**config.mk**
```make
export PLATFORM = sky130hd
export DESIGN_NAME = rtc_core
export DESIGN_NICKNAME = d
export VERILOG_FILES = /design/src/design/rtc_pkg.sv /design/src/design/rtc_core.sv
export SDC_FILE = /design/constraint.sdc
export NUM_CORES = 1
export LEC_CHECK = 0
export ABC_AREA = 1
export BUFFER_PORTS_ARGS = -buffer_cell sky130_fd_sc_hd__buf_2
export CAP_MARGIN = 40
export CORE_UTILIZATION = 65
export DETAILED_ROUTE_END_ITERATION = 16
export GPL_TIMING_DRIVEN = 0
export PLACE_DENSITY_LB_ADDON = 0.2
export SLEW_MARGIN = 30
export SYNTH_ARGS = -nofsm -noshare
export SYNTH_HDL_FRONTEND = slang
export SYNTH_SLANG_ARGS = --single-unit
```
**constraint.sdc**
```tcl
create_clock -name pclk -period 5.7 [get_ports pclk]
set_input_delay 0.57 -clock pclk [delete_from_list [all_inputs] [get_ports pclk]]
set_output_delay 0.57 -clock pclk [all_outputs]
set_load 0.02 [all_outputs]
```
**src/design/rtc_pkg.sv**
```systemverilog
// constants shared by the real-time clock core
package rtc_pkg;
  // register byte offsets
  localparam logic [7:0] OFS_TIME  = 8'h00;
  localparam logic [7:0] OFS_DATE  = 8'h04;
  localparam logic [7:0] OFS_SUBS  = 8'h08;
  localparam logic [7:0] OFS_CTRL  = 8'h0c;
  localparam logic [7:0] OFS_STAT  = 8'h10;
  localparam logic [7:0] OFS_PRE   = 8'h14;
  localparam logic [7:0] OFS_ALM   = 8'h18;
  localparam logic [7:0] OFS_ALMSS = 8'h1c;
  localparam logic [7:0] OFS_WUT   = 8'h20;
  localparam logic [7:0] OFS_KEY   = 8'h24;
  // control register bit positions
  localparam int C_INIT  = 0;
  localparam int C_BYP   = 1;
  localparam int C_SYNC_BYPASS_BIT_A = 2;
  localparam int C_FMT   = 3;
  localparam int C_ALE   = 4;
  localparam int C_ALIE  = 5;
  localparam int C_WUE   = 6;
  localparam int C_WUIE  = 7;
  localparam int C_WSEL  = 8;
  localparam int C_OSEL  = 11;
  localparam int C_POL   = 13;
  localparam int C_SUBTRACT_HOUR_BIT = 14;
  localparam int C_ADD_HOUR_BIT = 15;
  localparam int C_BCK   = 16;
  // status register bit positions
  localparam int S_ALF  = 0;
  localparam int S_WUF  = 1;
  localparam int S_RSF  = 2;
  localparam int S_INF  = 3;
  localparam int S_INS  = 4;
  localparam int S_ALWF = 5;
  localparam int S_WUWF = 6;
  // alarm mask bits in the alarm subsecond word
  localparam int M_SEC = 16;
  localparam int M_SS  = 20;
  // reset values, key bytes and load delay count
  localparam logic [6:0]  ADIV_RST = 7'h7f;
  localparam logic [14:0] SDIV_RST = 15'h00ff;
  localparam logic [7:0]  KEY_1    = 8'hca;
  localparam logic [7:0]  KEY_2    = 8'h53;
  localparam logic [2:0]  LOAD_CYC = 3'h4;
  // pin output select codes
  localparam logic [1:0] OSEL_ALM = 2'h1;
  localparam logic [1:0] OSEL_WUT = 2'h3;
  typedef enum logic [1:0] {ST_RUN, ST_INIT, ST_LOAD} rtc_init_e;
endpackage

```
**src/design/rtc_core.sv**
```systemverilog
// real-time clock core: prescaler, calendar, alarm, wakeup, apb
`timescale 1ns/100ps
`default_nettype none
module rtc_core (
  input  wire logic        pclk,             // system bus clock
  input  wire logic        presetn,          // power-on reset, low
  input  wire logic        psel,             // apb select
  input  wire logic        penable,          // apb enable
  input  wire logic        pwrite,           // apb write
  input  wire logic [7:0]  paddr,            // apb byte address
  input  wire logic [31:0] pwdata,           // apb write data
  output logic      [31:0] prdata,           // apb read data
  output logic             pready,           // apb ready
  output logic             pslverr,          // apb error
  input  wire logic        rtc_kernel_clock, // kernel clock pin
  input  wire logic        sys_reset_n,      // system reset pin, low
  input  wire logic        active_halt,      // low-power halt state
  output logic             alarm_pin,        // alarm output pin
  output logic             alarm_irq,        // alarm wake request
  output logic             wakeup_irq        // wakeup wake request
);
  import rtc_pkg::*;

  // pin synchronisers: three flops, a change counts when 2 and 3 agree
  logic [2:0] pin_in;
  logic [2:0] s1_q, s2_q, s3_q, filt_q;
  assign pin_in = {active_halt, sys_reset_n, rtc_kernel_clock};
  genvar gi;
  generate
    for (gi = 0; gi < 3; gi++)
    begin : g_sync
      always_ff @(posedge pclk or negedge presetn)
      begin
        if (!presetn)
        begin
          s1_q[gi]   <= 1'b0;
          s2_q[gi]   <= 1'b0;
          s3_q[gi]   <= 1'b0;
          filt_q[gi] <= 1'b0;
        end
        else
        begin
          s1_q[gi] <= pin_in[gi];
          s2_q[gi] <= s1_q[gi];
          s3_q[gi] <= s2_q[gi];
          if (s2_q[gi] == s3_q[gi])
            filt_q[gi] <= s3_q[gi];
        end
      end
    end
  endgenerate

  logic [16:0] ctrl_q;            // control register
  logic        kt;                // one kernel tick
  logic        halt;              // active halt level
  logic        sys_rst;           // system reset level
  assign halt    = filt_q[2];
  assign sys_rst = !filt_q[1];
  // kernel edge once stages 2 and 3 agree high and the level was low;
  // sync_bypass_bit_a mode skips the synchroniser, every bus clock is a tick
  assign kt = ctrl_q[C_SYNC_BYPASS_BIT_A] ? 1'b1
            : (s2_q[0] & s3_q[0] & ~filt_q[0]);

  // apb handshake: one wait state, write lands on completion edge
  logic acc, wr;
  logic pready_q, pslverr_q;
  logic [31:0] prdata_q;
  assign acc = psel & penable & ~pready_q;
  assign wr  = psel & penable & pready_q & pwrite;
  assign pready  = pready_q;
  assign pslverr = pslverr_q;
  assign prdata  = prdata_q;

  // write lock: two-key sequence
  logic key1_q, unlk_q;
  always_ff @(posedge pclk or negedge presetn)
  begin
    if (!presetn)
    begin
      key1_q <= 1'b0;
      unlk_q <= 1'b0;
    end
    else if (wr && paddr == OFS_KEY)
    begin
      // any other byte relocks, so a stray write cannot open it
      key1_q <= (pwdata[7:0] == KEY_1);
      unlk_q <= key1_q && (pwdata[7:0] == KEY_2);
    end
  end

  // kernel-side copies of control bits, two kernel ticks late
  logic [2:0] k1_q, k2_q, k3_q;  // {wut_en, alarm_en, init}
  always_ff @(posedge pclk or negedge presetn)
  begin
    if (!presetn)
    begin
      k1_q <= 3'h0;
      k2_q <= 3'h0;
      k3_q <= 3'h0;
    end
    else if (kt)
    begin
      k1_q <= {ctrl_q[C_WUE], ctrl_q[C_ALE], ctrl_q[C_INIT]};
      k2_q <= k1_q;
      k3_q <= k2_q;
    end
  end

  // init state machine
  rtc_init_e st_q;
  logic [2:0] ld_q;              // load delay count
  logic       init_act;
  assign init_act = (st_q == ST_INIT);
  always_ff @(posedge pclk or negedge presetn)
  begin
    if (!presetn)
    begin
      st_q <= ST_RUN;
      ld_q <= 3'h0;
    end
    else
    begin
      case (st_q)
        ST_RUN:
          if (k2_q[0])
            st_q <= ST_INIT;
        ST_INIT:
          if (!k2_q[0])
          begin
            st_q <= ST_LOAD;
            ld_q <= 3'h0;
          end
        ST_LOAD:
          if (kt)
          begin
            ld_q <= ld_q + 3'h1;
            if (ld_q == LOAD_CYC - 3'h1)
              st_q <= ST_RUN;
          end
        default:
          st_q <= ST_RUN;
      endcase
    end
  end

  // prescaler settings and counters
  logic [6:0]  adiv_q, acnt_q;
  logic [14:0] sdiv_q, scnt_q;
  logic        apre, spre, run;
  assign run  = (st_q == ST_RUN);
  assign apre = kt & run & (acnt_q == 7'h0);
  assign spre = apre & (scnt_q == 15'h0);
  always_ff @(posedge pclk or negedge presetn)
  begin
    if (!presetn)
    begin
      adiv_q <= ADIV_RST;
      sdiv_q <= SDIV_RST;
    end
    else if (wr && paddr == OFS_PRE && unlk_q && init_act)
    begin
      adiv_q <= pwdata[6:0];
      sdiv_q <= pwdata[30:16];
    end
  end
  always_ff @(posedge pclk or negedge presetn)
  begin
    if (!presetn)
    begin
      acnt_q <= ADIV_RST;
      scnt_q <= SDIV_RST;
    end
    else if (!run)
    begin
      // held reloaded so a full second follows the init exit
      acnt_q <= adiv_q;
      scnt_q <= sdiv_q;
    end
    else if (kt)
    begin
      acnt_q <= (acnt_q == 7'h0) ? adiv_q : acnt_q - 7'h1;
      if (apre)
        scnt_q <= (scnt_q == 15'h0) ? sdiv_q : scnt_q - 15'h1;
    end
  end

  // bcd helpers
  function automatic logic [7:0] bcd_inc(input logic [7:0] v);
    bcd_inc = (v[3:0] == 4'h9) ? {v[7:4] + 4'h1, 4'h0}
                               : {v[7:4], v[3:0] + 4'h1};
  endfunction
  function automatic logic [7:0] bcd_dec(input logic [7:0] v);
    bcd_dec = (v[3:0] == 4'h0) ? {v[7:4] - 4'h1, 4'h9}
                               : {v[7:4], v[3:0] - 4'h1};
  endfunction
  // last day of month, leap when the bcd year divides by four
  function automatic logic [5:0] last_day(input logic [4:0] m,
                                          input logic [7:0] y);
    logic leap;
    leap = y[4] ? (y[3:0] == 4'h2 || y[3:0] == 4'h6)
                : (y[3:0] == 4'h0 || y[3:0] == 4'h4 ||
                   y[3:0] == 4'h8);
    if (m == 5'h02)
      last_day = leap ? 6'h29 : 6'h28;
    else if (m == 5'h04 || m == 5'h06 || m == 5'h09 || m == 5'h11)
      last_day = 6'h30;
    else
      last_day = 6'h31;
  endfunction

  // calendar counters, reset by power-on only
  logic [6:0] sec_q, min_q;
  logic [5:0] hr_q, date_q;
  logic [4:0] mon_q;
  logic [2:0] wday_q;
  logic [7:0] yr_q;
  logic [7:0] hr_up, hr_dn;
  assign hr_up = bcd_inc({2'b0, hr_q});
  assign hr_dn = bcd_dec({2'b0, hr_q});
  // next bcd value of each field, cut to the field width below
  logic [7:0] sec_up, min_up, date_up, mon_up;
  assign sec_up  = bcd_inc({1'b0, sec_q});
  assign min_up  = bcd_inc({1'b0, min_q});
  assign date_up = bcd_inc({2'b0, date_q});
  assign mon_up  = bcd_inc({3'b0, mon_q});
  always_ff @(posedge pclk or negedge presetn)
  begin
    if (!presetn)
    begin
      sec_q  <= 7'h0;
      min_q  <= 7'h0;
      hr_q   <= 6'h0;
      date_q <= 6'h01;
      mon_q  <= 5'h01;
      wday_q <= 3'h1;
      yr_q   <= 8'h0;
    end
    else if (init_act && unlk_q && wr && paddr == OFS_TIME)
    begin
      sec_q <= pwdata[6:0];
      min_q <= pwdata[14:8];
      hr_q  <= pwdata[21:16];
    end
    else if (init_act && unlk_q && wr && paddr == OFS_DATE)
    begin
      date_q <= pwdata[5:0];
      mon_q  <= pwdata[12:8];
      wday_q <= pwdata[15:13];
      yr_q   <= pwdata[23:16];
    end
    else if (run && unlk_q && wr && paddr == OFS_CTRL &&
             (pwdata[C_ADD_HOUR_BIT] || pwdata[C_SUBTRACT_HOUR_BIT]))
    begin
      // one-step hour move, stays within the same day
      if (pwdata[C_ADD_HOUR_BIT])
        hr_q <= (hr_q == 6'h23) ? 6'h0 : hr_up[5:0];
      else
        hr_q <= (hr_q == 6'h0) ? 6'h23 : hr_dn[5:0];
    end
    else if (spre)
    begin
      // calendar steps once per synchronous prescaler output, stopped while in init
      if (sec_q != 7'h59)
        sec_q <= sec_up[6:0];
      else
      begin
        sec_q <= 7'h0;
        if (min_q != 7'h59)
          min_q <= min_up[6:0];
        else
        begin
          min_q <= 7'h0;
          if (hr_q != 6'h23)
            hr_q <= hr_up[5:0];
          else
          begin
            hr_q   <= 6'h0;
            wday_q <= (wday_q == 3'h7) ? 3'h1 : wday_q + 3'h1;
            if (date_q != last_day(mon_q, yr_q))
              date_q <= date_up[5:0];
            else
            begin
              date_q <= 6'h01;
              if (mon_q != 5'h12)
                mon_q <= mon_up[4:0];
              else
              begin
                mon_q <= 5'h01;
                yr_q  <= (yr_q == 8'h99) ? 8'h0 : bcd_inc(yr_q);
              end
            end
          end
        end
      end
    end
  end

  logic [31:0] live_time, live_date;
  assign live_time = {10'h0, hr_q, 1'b0, min_q, 1'b0, sec_q};
  assign live_date = {8'h0, yr_q, wday_q, mon_q, 2'b0, date_q};

  // control register; hour steps are pulses and read back zero
  logic wut_wr_ok;
  assign wut_wr_ok = ~ctrl_q[C_WUE] & ~k2_q[2];
  always_ff @(posedge pclk or negedge presetn)
  begin
    if (!presetn)
      ctrl_q <= 17'h0;
    else if (wr && paddr == OFS_CTRL && unlk_q)
    begin
      ctrl_q <= pwdata[16:0];
      ctrl_q[C_SUBTRACT_HOUR_BIT] <= 1'b0;
      ctrl_q[C_ADD_HOUR_BIT] <= 1'b0;
      if (!wut_wr_ok)
        ctrl_q[C_WSEL +: 3] <= ctrl_q[C_WSEL +: 3];
    end
  end

  // alarm registers
  logic [31:0] alm_q, almss_q;
  logic        wr_alm;
  assign wr_alm = wr && unlk_q;
  always_ff @(posedge pclk or negedge presetn)
  begin
    if (!presetn)
    begin
      alm_q   <= 32'h0;
      almss_q <= 32'h0;
    end
    else if (wr_alm && paddr == OFS_ALM)
      alm_q <= pwdata;
    else if (wr_alm && paddr == OFS_ALMSS)
      almss_q <= pwdata;
  end

  // field compare, each time field skipped when its mask bit is set; subseconds compared only when M_SS is set
  logic match, match_q, alm_hold_q, alm_set;
  assign match = (almss_q[M_SEC]   || alm_q[6:0]   == sec_q)  &&
                 (almss_q[M_SEC+1] || alm_q[14:8]  == min_q)  &&
                 (almss_q[M_SEC+2] || alm_q[21:16] == hr_q)   &&
                 (almss_q[M_SEC+3] || alm_q[29:24] == date_q) &&
                 (!almss_q[M_SS]   || almss_q[14:0] == scnt_q);
  // uses the third stage so the hold is already up when it opens
  assign alm_set = k3_q[1] & ~alm_hold_q & match & ~match_q;
  always_ff @(posedge pclk or negedge presetn)
  begin
    if (!presetn)
    begin
      match_q    <= 1'b0;
      alm_hold_q <= 1'b0;
    end
    else
    begin
      match_q <= match;
      // a fresh enable waits until the next async prescaler output
      if (k2_q[1] && !k3_q[1] && kt)
        alm_hold_q <= 1'b1;
      else if (apre)
        alm_hold_q <= 1'b0;
    end
  end

  // wakeup timer: reload register and 17-bit down-counter
  logic [15:0] wrl_q;
  logic [16:0] wcnt_q, wload;
  logic [3:0]  wdiv_q, wmask;
  logic        wtick, wut_zero;
  assign wload = {ctrl_q[C_WSEL+2] & ctrl_q[C_WSEL+1], wrl_q};
  always_comb
  begin
    case (ctrl_q[C_WSEL +: 2])
      2'h0:    wmask = 4'h1;
      2'h1:    wmask = 4'h3;
      2'h2:    wmask = 4'h7;
      default: wmask = 4'hf;
    endcase
  end
  assign wtick = ctrl_q[C_WSEL+2] ? spre
               : kt & ((wdiv_q & wmask) == wmask);
  assign wut_zero = k2_q[2] & wtick & (wcnt_q == 17'h0);
  always_ff @(posedge pclk or negedge presetn)
  begin
    if (!presetn)
      wrl_q <= 16'hffff;
    else if (wr && unlk_q && paddr == OFS_WUT && wut_wr_ok)
      wrl_q <= pwdata[15:0];
  end
  // no system-reset term here, so the count runs on through it
  always_ff @(posedge pclk or negedge presetn)
  begin
    if (!presetn)
    begin
      wdiv_q <= 4'h0;
      wcnt_q <= 17'h0;
    end
    else
    begin
      if (kt)
        wdiv_q <= wdiv_q + 4'h1;
      if (k2_q[2] && !k3_q[2])
        wcnt_q <= wload;
      else if (wut_zero)
        wcnt_q <= wload;
      else if (k2_q[2] && wtick)
        wcnt_q <= wcnt_q - 17'h1;
    end
  end

  // status flags: hardware set wins over a software clear
  logic alf_q, wuf_q, rsf_q;
  logic st_wr;
  assign st_wr = wr && paddr == OFS_STAT;
  always_ff @(posedge pclk or negedge presetn)
  begin
    if (!presetn)
    begin
      alf_q <= 1'b0;
      wuf_q <= 1'b0;
    end
    else
    begin
      alf_q <= alm_set | (alf_q & ~(st_wr & ~pwdata[S_ALF]));
      wuf_q <= wut_zero | (wuf_q & ~(st_wr & ~pwdata[S_WUF]));
    end
  end

  // shadow copies, cleared by system reset, frozen in halt
  logic [31:0] sh_time_q, sh_date_q;
  logic [14:0] sh_ss_q;
  logic        copy;
  assign copy = kt & ~halt & ~sys_rst;
  always_ff @(posedge pclk or negedge presetn)
  begin
    if (!presetn)
    begin
      sh_time_q <= 32'h0;
      sh_date_q <= 32'h0;
      sh_ss_q   <= 15'h0;
      rsf_q     <= 1'b0;
    end
    else if (sys_rst)
    begin
      sh_time_q <= 32'h0;
      sh_date_q <= 32'h0;
      sh_ss_q   <= 15'h0;
      rsf_q     <= 1'b0;
    end
    else
    begin
      if (copy)
      begin
        sh_time_q <= live_time;
        sh_date_q <= live_date;
        sh_ss_q   <= scnt_q;
      end
      rsf_q <= copy | (rsf_q & ~(st_wr & ~pwdata[S_RSF]));
    end
  end

  // read mux and response
  logic byp;
  assign byp = ctrl_q[C_BYP];
  always_ff @(posedge pclk or negedge presetn)
  begin
    if (!presetn)
    begin
      pready_q  <= 1'b0;
      pslverr_q <= 1'b0;
      prdata_q  <= 32'h0;
    end
    else
    begin
      pready_q  <= acc;
      pslverr_q <= 1'b0;
      prdata_q  <= 32'h0;
      if (acc)
      begin
        if (paddr == OFS_TIME)
          prdata_q <= byp ? live_time : sh_time_q;
        else if (paddr == OFS_DATE)
          prdata_q <= byp ? live_date : sh_date_q;
        else if (paddr == OFS_SUBS)
          prdata_q <= {17'h0, byp ? scnt_q : sh_ss_q};
        else if (paddr == OFS_CTRL)
          prdata_q <= {15'h0, ctrl_q};
        else if (paddr == OFS_STAT)
          prdata_q <= {25'h0, wut_wr_ok, 1'b1, (yr_q != 8'h0),
                       init_act, rsf_q, wuf_q, alf_q};
        else if (paddr == OFS_PRE)
          prdata_q <= {1'b0, sdiv_q, 9'h0, adiv_q};
        else if (paddr == OFS_ALM)
          prdata_q <= alm_q;
        else if (paddr == OFS_ALMSS)
          prdata_q <= almss_q;
        else if (paddr == OFS_WUT)
          prdata_q <= {16'h0, wrl_q};
        else if (paddr == OFS_KEY)
          prdata_q <= 32'h0;
        else
          pslverr_q <= 1'b1;
      end
    end
  end

  // output pin and wake requests
  always_ff @(posedge pclk or negedge presetn)
  begin
    if (!presetn)
    begin
      alarm_pin  <= 1'b0;
      alarm_irq  <= 1'b0;
      wakeup_irq <= 1'b0;
    end
    else
    begin
      alarm_irq  <= alf_q & ctrl_q[C_ALIE];
      wakeup_irq <= wuf_q & ctrl_q[C_WUIE];
      if (ctrl_q[C_OSEL +: 2] == OSEL_ALM)
        alarm_pin <= alf_q ^ ctrl_q[C_POL];
      else if (ctrl_q[C_OSEL +: 2] == OSEL_WUT)
        alarm_pin <= wuf_q ^ ctrl_q[C_POL];
      else
        alarm_pin <= ctrl_q[C_POL];
    end
  end
endmodule
`default_nettype wire

```
# Word level (Yosys, flattened, before mapping)
# Index checks and enable logic that the tools add are counted.
[classes]
eq_ne = 73
mux = 126
reduce_logical = 78
bitwise_logic = 48
addsub = 20
[op_table]
columns = ["op", "n"]
rows = [
  ["32-bit two-way mux", 15],
  ["6-bit two-way mux", 27],
  ["7-bit two-way mux", 16],
  ["15-bit two-way mux", 7],
  ["8-bit two-way mux", 10],
  ["17-bit two-way mux", 3],
  ["5-bit two-way mux", 10],
  ["4-bit by 1-bit adder with 4-bit output (second input constant)", 8],
  ["8-bit by 5-bit == test with 1-bit output (second input constant)", 4],
  ["2-bit != test (second input constant)", 15],
  ["1-bit logical AND", 29],
  ["4-bit == test (second input constant)", 7],
  ["1-bit bitwise AND", 27],
  ["3-bit two-way mux", 9],
  ["1-bit two-way mux", 21],
  ["3-bit != test (second input constant)", 6],
  ["17-bit zero test", 1],
  ["17-bit by 1-bit subtractor with 17-bit output (second input constant)", 1],
  ["8-bit by 4-bit == test with 1-bit output (second input constant)", 2],
  ["8-bit by 6-bit == test with 1-bit output (second input constant)", 2],
  ["8-bit == test (second input constant)", 2],
  ["16-bit two-way mux", 1],
  ["4-bit AND reduction", 4],
  ["8-bit AND reduction", 2],
  ["56 further kinds", 116],
]
[word_totals]
wordCells = 402
ff_bits = 351
input_bits = 48
output_inout_bits = 37

# Logic depth before layout (Yosys ltp)
# Gate-level depths: netlist (run 1).
[logic_depth]
depth_word = 21
mapped_depth = 15
mapped_depth_nobuf = 15

# Worst setup path after synthesis (run 1)
# Ideal clock, no wire load.
[synth_timing]
path_kind = "flip-flop to flip-flop"
start = "register scnt_q[0]"
end = "register wcnt_q[10]"
t_arrival_ps = 1911
required_time_ps = 5582
synth_period_minus_slack_ps = 2029
setup_ps = 118
slack_ps = 3671
path_buffers = 1
path_stages_with_launch = 14
cell_sequence = "dfstp_2 > inv_1 > ha_1 > nand2_2 > nor2_4 > nand2_1 > nor2_1 > nand3_1 > nand2_2 > o21ai_2 > inv_2 > buf_4 > nand3_1 > nand2_1"
[synth_between]
elab_chain_len = 7
elab_cells_between_ends = 9
classes_between = "mux: 3; bitwise: 3; reduce/logical: 3"
[synth_lines]
columns = ["element", "line", "rtl"]
rows = [
  ["from (decl)", "rtc_core.sv:148", "logic [14:0] sdiv_q, scnt_q;"],
  ["from (signal assigned)", "rtc_core.sv:177", "scnt_q <= sdiv_q;"],
  ["from (signal assigned)", "rtc_core.sv:183", "scnt_q <= (scnt_q == 15'h0) ? sdiv_q : scnt_q - 15'h1;"],
  ["15-bit zero test (*)", "rtc_core.sv:152", "assign spre = apre & (scnt_q == 15'h0);"],
  ["1-bit bitwise AND (*)", "rtc_core.sv:152", ""],
  ["1-bit two-way mux (*)", "rtc_core.sv:378", "assign wtick = ctrl_q[C_WSEL+2] ? spre"],
  ["1-bit bitwise AND (2 in a row)", "rtc_core.sv:380", "assign wut_zero = k2_q[2] & wtick & (wcnt_q == 17'h0);"],
  ["17-bit two-way mux", "rtc_core.sv:402", "else if (wut_zero)"],
  ["17-bit two-way mux", "rtc_core.sv:400", "if (k2_q[2] && !k3_q[2])"],
  ["to (signal assigned)", "rtc_core.sv:401", "wcnt_q <= wload;"],
  ["to (signal assigned)", "rtc_core.sv:403", "wcnt_q <= wload;"],
  ["to (signal assigned)", "rtc_core.sv:405", "wcnt_q <= wcnt_q - 17'h1;"],
  ["to (decl)", "rtc_core.sv:365", "logic [16:0] wcnt_q, wload;"],
]
# Mark *: on every way between the ends. The rest lies on a longest branch, timed or not.
# A chain may end at the register's enable or synchronous reset.

# Final worst setup path (run 1)
[layout_timing]
start = "register s2_q[0]"
end = "register date_q[3]"
[layout_between]
elab_chain_len = 8
[layout_lines]
columns = ["element", "line", "rtl"]
rows = [
  ["from (decl)", "rtc_core.sv:26", "logic [2:0] s1_q, s2_q, s3_q, filt_q;"],
  ["from (signal, indexed assignment)", "rtc_core.sv:44", "s2_q[gi] <= s1_q[gi];"],
  ["1-bit bitwise AND (2 in a row)", "rtc_core.sv:62", ": (s2_q[0] & s3_q[0] & ~filt_q[0]);"],
  ["1-bit two-way mux", "rtc_core.sv:61", "assign kt = ctrl_q[C_SYNC_BYPASS_BIT_A] ? 1'b1"],
  ["1-bit bitwise AND (2 in a row)", "rtc_core.sv:151", "assign apre = kt & run & (acnt_q == 7'h0);"],
  ["1-bit bitwise AND", "rtc_core.sv:152", ""],
  ["2-bit nonzero test (no line)", "-", ""],
  ["6-bit AND reduction (no line)", "-", ""],
  ["to (signal assigned)", "rtc_core.sv:246", "date_q <= pwdata[5:0];"],
  ["to (signal assigned)", "rtc_core.sv:280", "date_q <= date_up[5:0];"],
  ["to (decl)", "rtc_core.sv:213", "logic [5:0] hr_q, date_q;"],
]
# No other way between the ends.

==> summary.md, run 1 <==
| Metric | Value |
|---|---|
| Post-Place Worst Slack | 2675 ps |
| Die ar. | 0.02728 mm² |
| Wire per inst | ~23 µm |
| Synth cell types | 51 |
| First-pass GRT wire length | 92090 µm |
| Post-synth EDFFs | 0 |
| TritonCTS buffer count | 37 |
| Top delay family on crit path | simple AND/OR/NAND/NOR gates |
| Most frequent cells in the layout | nand2_1, dfrtp_1, inv_1 |
| Top cells by area, synth | dfrtp_1, nand2_1, o21ai_0 |
| Total track usage | 0.4609 |
| Buf/Inv on CP | 2 |
| Setup slack after layout | 2820 ps |
| Clock Path Buffers | 3 |
| Root Driver | clkbuf_16 |
| Critical Path, Cell by Cell | ha_1 > a21oi_2 > inv_2 > nand2_1 > nor2_1 > nand3_1 > nand2_2 > buf_6 > o21ai_1 > o21a_1 |
| Final min period | approximately 2900 ps |
| Fillers | 1938 |
| Top Ports | 85 |
| CP endpoint kind | register |
| MaxCap Viol Count | 0 |
| Crit start category | register |
| Largest net degree at the start of global routing | 93 |
| FF-to-FF End | date_q[3]$_DFFE_PN0P_ |
| Fin area | 0.01962 mm² |
| Initial antenna violation count | 2 |
| Via density | 6.322 |
| Vias in the first global route | roughly 16000 |
| Starting density of the core | 0.6640 |
| Ys Warns | 0 |
| Routed WL | 61520 µm |
| RSZ-0062 raised after global routing | false |
| #FFs+latches synth | about 330 |
| R2R Path Start | s2_q[0]$_DFF_PN0_ |
| Post-synth top area share | 0.4035 |
| Layout net count | 2384 |
| Worst EP arrival | 3310 ps |
| Asr flop ratio synth | 1.000 |
| Worst Reg2Reg Path Length in Cells | 10 |
| Core area | 0.02606 mm² |
| R2R Setup Slk | 2820 ps |
| First-pass iteration count of the detailed router | 7 |
| Placer congestion estimate | 1.061 |
| Fmax | 347.3 MHz |
| Top FF cell, synth | dfrtp_1 |
| Post-synthesis sequential area ratio | 0.4779 |
| Synth Instances | around 2200 |
| Storage cell area | 0.008269 mm² |
| Post_cts resized | 0 |
| CP max stage cell | nor2_1 |
| Hold path depth | 1 |
| Worst Hold End | s1_q[2]$_DFF_PN0_ |
| Run status | finished, final reports clean |
| Area grow syn2layout | 13.41% |
| Fin crit share | 0.5052 |
| DRC viols | 0 |
| DRT antenna net count | 0 |
| Footprint of the multi-input gates | 0.007556 mm² |
| Min-delay src | active_halt |
| Leak | 9.310 nW |
| Mean Syn Cell Area | 7.956 µm² |
| Row cnt | 59 |
| Peak supply drop | 0.4285 mV |
| H-tree depth | 2 |
| 1st-iter DRT viols | approximately 2500 |
| Die width | roughly 170 µm |
| Vias | between 15000 and 20000 |
| TritonCTS clock tree | done |
| Number of clock sinks | roughly 330 |
| Critical path type | register to register |
| Clk pin slew, worst setup/hold paths | ~60 ps |
| Final Slew Violations | 0 |
| Most common cell after layout, fill and taps aside | nand2_1 |
| Hold WC Path Type | primary input to register |
| Rel. slew slack | 0.3914 |
| PortBufs | 84 |
| Remaining global-route overflow | 0 |
| Final hold violation count | 0 |
| Clock Skews | 29.96 ps |
| Post-synthesis cell area | 0.01730 mm² |
| Crit-path max cell delay | roughly 700 ps |
| Pwr dens | approximately 300 mW/mm² |
| Maximum fanout along the worst path | 10 |
| Share of cells above drive strength 1 | 0.1135 |
| Placed Area | 0.01826 mm² |
| Largest area contributor in the netlist | dfrtp_1 |
| Worst-skew pair later-pin latency | 540 ps |
| WP data required | 6130 ps |
| Overall die height | 165.2 µm |
| Post-Syn Nets | 2253 |
| Detailed Place HPWL | 44710 µm |
| Worst Max-Slew Pin Slew | 909.5 ps |
| Final setup viols | 0 |
## power by group
| group | internal (mW) | switching, mW | total, mW |
|---|---|---|---|
| Clock | 1.57 | 1.03 | 2.60 |
| Combinational | 0.253 | 0.545 | 0.797 |
| Sequential | 2.46 | 0.109 | 2.56 |
## worst max-delay path by stage
stage / start / end / slack, ps / depth (start not counted)
global route: s3_q[0]$_DFF_PN0_ / yr_q[3]$_DFFE_PN0P_ / 2780 / 12
floorplan: scnt_q[0]$_DFFE_PN1P_ / wcnt_q[10]$_DFFE_PN0P_ / 3670 / 13
CTS: s2_q[0]$_DFF_PN0_ / date_q[3]$_DFFE_PN0P_ / 2960 / 10
finish: s2_q[0]$_DFF_PN0_ / date_q[3]$_DFFE_PN0P_ / 2820 / 10
detailed placement: paddr[7] / hr_q[1]$_DFFE_PN0P_ / 2670 / 11
global placement: presetn / hr_q[2]$_DFFE_PN0P_ / -1960 / 1
## flip-flops by register name, indices dropped and copies added, names as in the netlist, 16 cells and up
signal     count
wcnt_q        17
alm_q         32
sh_time_q     20
wrl_q         16
sh_date_q     22
almss_q       32
prdata        32
## layout make-up
| type | count | share of cell area |
|---|---|---|
| clock inverter | 16 | 0.01364 |
| clock buffer | 51 | 0.05349 |
| inverter | 290 | 0.05547 |
| antenna | 2 | 0.0002550 |
| sequential | 328 | 0.4214 |
| buffer | 86 | 0.01989 |
| tap | 335 | 0.02136 |
| timing repair buffer | 92 | 0.02946 |
| multi-input combinational | 1471 | 0.3850 |
## stage by stage
| stage | setup TNS [ps] | utilization | hold WS [ps] | cells | power (mW) |
|---|---|---|---|---|---|
| finish | 0 | 0.7531 | 139.4 | 2671 | 5.965 |
| detailed placement | 0 | 0.7009 | 338.6 | 2598 | 3.365 |
| global route | 0 | 0.7529 | 145.3 | 2669 | 6.123 |
| global placement | -541250 | 0.6963 | 332.1 | 2594 | 3.330 |
| floorplan | 0 | - | 274.4 | 2175 | 3.068 |
| CTS | 0 | 0.7518 | 141.3 | 2666 | 5.917 |
## cell usage after synthesis (3+ instances only)
cell         n
a211oi_1     6
a21oi_1     42
a31oi_1     13
buf_1        5
buf_2       14
buf_6        6
clkbuf_1    59
clkinv_1     6
dfrtp_1    279
dfstp_2     49
ha_1        30
inv_1      275
inv_2        9
mux2_2       4
nand2_1    526
nand2_2      6
nand2_4      4
nand3_1    129
nand3_2      3
nand3b_1     3
nand4_1     29
nor2_1     137
nor2_2       3
nor3_1      22
nor4_1       5
o2111ai_1    6
o211ai_1    37
o21a_1       3
o21ai_0    261
o21ai_1     24
o22ai_1     77
o31ai_1      7
xnor2_1     32
xor2_1      40
## cell families after synthesis
family	synth area share
mux	0.002603
flops	0.4779
xor+xnor	0.03644
compound gates	0.1560
fa+ha+maj	0.02285
simple gates	0.2187
buf+inv	0.08547
## repair_timing
action                                  CTS  global route
hold buffers                              1             0
buffers inserted                          0             0
endpoints found under the setup margin    0             0
hold endpoints to repair                  9             0
## routing by layer
layer,track usage,wire length [µm]
met1,0.5676,22090
met2,0.6898,26540
met3,0.1521,8006
met4,0.3086,4870
met5,0,11
No activity file was read; power rests on OpenSTA's default activity.
==> run 2: changes to the inputs <==
--- a/config.mk
+++ b/config.mk
@@ -5,10 +5,10 @@
 export SDC_FILE = /design/constraint.sdc
 export NUM_CORES = 1
 export LEC_CHECK = 0
-export ABC_AREA = 1
+export ABC_AREA = 0
 export BUFFER_PORTS_ARGS = -buffer_cell sky130_fd_sc_hd__buf_2
 export CAP_MARGIN = 40
-export CORE_UTILIZATION = 65
+export CORE_UTILIZATION = 56
 export DETAILED_ROUTE_END_ITERATION = 16
 export GPL_TIMING_DRIVEN = 0
 export PLACE_DENSITY_LB_ADDON = 0.2
==> constraint.sdc (replaced) <==
create_clock -name pclk -period 2.4 [get_ports pclk]
set_input_delay 0.24 -clock pclk [delete_from_list [all_inputs] [get_ports pclk]]
set_output_delay 0.24 -clock pclk [all_outputs]
set_load 0.02 [all_outputs]
==> summary.md, run 2 <==
| Metric | Value |
|---|---|
| Pwr dens | 674.4 mW/mm² (+120%) |
| Row cnt | 64 (+8.5%) |
| Failing checks | negative setup slack |
| Critical path type | register to register |
| CP endpoint kind | register |
| CP max stage cell | or4_4 |
| Run status | finished, violations left |
| Setup TNS | -8526 ps (-8526 ps) |
| PortBufs | 79 (-6.0%) |
| MaxCap Viol Count | 0 (unchanged) |
| Most common cell after layout, fill and taps aside | dfrtp_1 |
| Initial antenna violation count | 2 (unchanged) |
| Setup slack after layout | -320.0 ps (-3140 ps) |
| Vias | 15430 (-8.6%) |
| Ys Warns | 0 (unchanged) |
| Asr flop ratio synth | 1.000 (unchanged) |
| Starting density of the core | 0.5706 (-0.09348) |
| Antenna cells | 0 (-2) |
| Met3 usage | 0.08696 (-0.06514) |
| Hold WC Path Type | primary input to register |
| Routed WL | 60560 µm (-1.6%) |
| Final min period | 2720 ps (-159.6 ps) |
| Most Crowded Layer GR | met2 |
| Placed Area | 0.01858 mm² (+1.7%) |
| Top FF cell, synth | dfrtp_1 |
| Post-Syn Nets | 1806 (-20%) |
| Fin crit share | 1.133 (+0.6281) |
| Clock Path Buffers | 3 (unchanged) |
| Post-Place Worst Slack | -921.8 ps (-3597 ps) |
| WP data required | 2850 ps (-3280 ps) |
| Mean Syn Cell Area | 10.10 µm² (+27%) |
| H-tree depth | 2 (unchanged) |
| Root Driver | clkbuf_16 |
| Overall die height | 178.5 µm (+8.1%) |
| TritonCTS clock tree | done |
| Fin cells | 2357 (-12%) |
| Worst EP arrival | 3170 ps (-140 ps) |
| Post-synthesis sequential area ratio | 0.4738 (-0.004077) |
| Critical Path, Cell by Cell | or4_4 > buf_12 > nor4_4 > nand3_2 > buf_6 > nor2_4 > nand4_4 > or4b_1 > a31oi_1 |
| #FFs+latches synth | 328 (unchanged) |
| First-pass iteration count of the detailed router | 6 (-1) |
| Layout net count | 2009 (-16%) |
| Placer congestion estimate | 1.011 (-4.7%) |
| R2R Setup Slk | -320 ps (-3140 ps) |
| Vias in the first global route | 14798 (-7.7%) |
| Synth cell count leaders | dfrtp_1, nor2_1, nand2_1 |
| Crit start category | register |
| Fmax | 367.7 MHz (+5.9%) |
| DRC viols | 0 (unchanged) |
| Buf/Inv on CP | 2 (unchanged) |
| Number of clock sinks | 328 (unchanged) |
| Die width | 178.5 µm (+8.1%) |
| Placed cells | 2212 (-15%) |
| Final Slew Violations | 0 (unchanged) |
| Rel. slew slack | 0.4307 (+0.03928) |
| Maximum fanout along the worst path | 3 (-7) |
| Fillers | 2243 (+16%) |
| Top cells by area, synth | dfrtp_1, mux2_2, dfstp_2 |
| Crit-path max cell delay | 570 ps (-130 ps) |
| Met2 usage | 0.5849 (-0.1049) |
| Largest area contributor in the netlist | dfrtp_1 |
| Final hold violation count | 0 (unchanged) |
| Share of cells above drive strength 1 | 0.3014 (+0.1878) |
| Post-synthesis cell area | 0.01745 mm² (+0.86%) |
| Worst-skew pair later-pin latency | 530 ps (about the same) |
| Final setup viols | 54 (+54) |
| TritonCTS buffer count | 38 (+2.7%) |
| Leak | 9.507 nW (+2.1%) |
| Fin area | 0.02146 mm² (+9.3%) |
| Wire per inst | 25.69 µm (+12%) |
| Post-synth EDFFs | 0 (unchanged) |
| Largest net degree at the start of global routing | 92 (-1.1%) |
| Synth Instances | 1728 (-21%) |
| Top Ports | 85 (unchanged) |
| Via density | 6.546 (+3.5%) |
| Count leader, synth | dfrtp_1 |
| Total track usage | 0.3823 (-0.07858) |
| Clk pin slew, worst setup/hold paths | 60 ps (about the same) |
| DRT antenna net count | 0 (unchanged) |
| Die ar. | 0.03188 mm² (+17%) |
| Clock Skews | 16.27 ps (-13.69 ps) |
| Worst Max-Slew Pin Slew | 853.9 ps (-55.56 ps) |
| Top delay family on crit path | simple AND/OR/NAND/NOR gates |
| First-pass GRT wire length | 90290 µm (-2.0%) |
| M1 GR Usage | 0.5188 (-0.04878) |
| Post-synth top area share | 0.4000 (-0.003442) |
| Most frequent cells in the layout | dfrtp_1, nand2_1, nor2_1 |
| RSZ-0062 raised after global routing | true |
| Core area | 0.03059 mm² (+17%) |
| 1st-iter DRT viols | 1843 (-25%) |
| Synth cell types | 87 (+71%) |
| Area grow syn2layout | 22.93% |
| Detailed Place HPWL | 42670 µm (-4.5%) |
| Remaining global-route overflow | 0 (unchanged) |
| Peak supply drop | 0.6321 mV (+48%) |
[run 2: cell count changes in the layout (fill, tap and decap cells not counted), sizes merged, moves of 80 or more]
cell	previous run	this run
nand2	536	141
mux2i	0	80
inv	284	38
o21ai	287	108
mux2	4	129
nand3	134	44
[run 2: tightest hold or removal path, cell delays in order]
cell and delay [ps]:
buf_2 150, nand2_1 60, o21ai_1 50
[run 2: path summary, 6_finish.rpt]
check | to | startpoint | cells after the start
setup / recovery | yr_q[1]$_DFFE_PN0P_ | scnt_q[13]$_DFFE_PN0P_ | 9
hold / removal | min_q[3]$_DFFE_PN0P_ | pwdata[11] | 3
setup reg to reg | yr_q[1]$_DFFE_PN0P_ | scnt_q[13]$_DFFE_PN0P_ | 9
hold reg to reg | s2_q[2]$_DFF_PN0_ | s1_q[2]$_DFF_PN0_ | 0
max in group asynchronous | sdiv_q[3]$_DFFE_PN1P_ | presetn | 3
min in group asynchronous | wcnt_q[3]$_DFFE_PN0P_ | presetn | 2
[run 2: what timing repair did]
item                                   CTS  global route
pin swaps                               52            36
resized for setup                      157            68
buffers inserted                        59            22
setup endpoints to repair              219           175
hold buffers                            13             0
cloned                                   1             2
endpoints found under the hold margin   86             0
[run 2: logic make-up after synthesis]
logic type      Yosys count  synth area share
simple gates            514            0.1488
compound gates          433            0.1636
flops                   328            0.4738
mux                     209            0.1291
buf+inv                 161           0.03642
xor+xnor                 51           0.02559
fa+ha+maj                32           0.02265
[run 2: final cells by class]
class	instances	area, µm²	area share
Multi-Input combinational cell	1241	9254	0.4313
Sequential cell	328	8284	0.3861
Timing Repair Buffer	183	1389	0.06473
Clock buffer	56	1140	0.05313
Buffer	104	509.2	0.02373
Tap cell	396	495.5	0.02309
Clock inverter	14	250.2	0.01166
Inverter	35	133.9	0.006240
[run 2: per-layer routing]
layer | wire length [µm] | vias up | part of all wire
met3 | 5538 | 199 | 0.091
met4 | 2955 | 0 | 0.049
li1 | - | 6715 | -
met2 | 27240 | 785 | 0.45
met5 | 0 | - | 0
met1 | 24830 | 7731 | 0.41
[run 2: stage by stage]
step | total power [mW] | hold WS, ps | util
floorplan | 7.168 | -55.59 | -
global placement | 7.718 | 335.4 | 0.6025
detailed placement | 7.778 | 278.3 | 0.6074
CTS | 14.31 | 2.714 | 0.6887
global route | 14.88 | 35.00 | 0.7014
finish | 14.47 | 22.56 | 0.7014
[run 2: power breakdown]
part	leakage [nW]	internal [mW]	switching, mW
clock	0.673	3.97	2.42
combinational	4.53	0.816	1.20
sequential	4.31	5.81	0.263
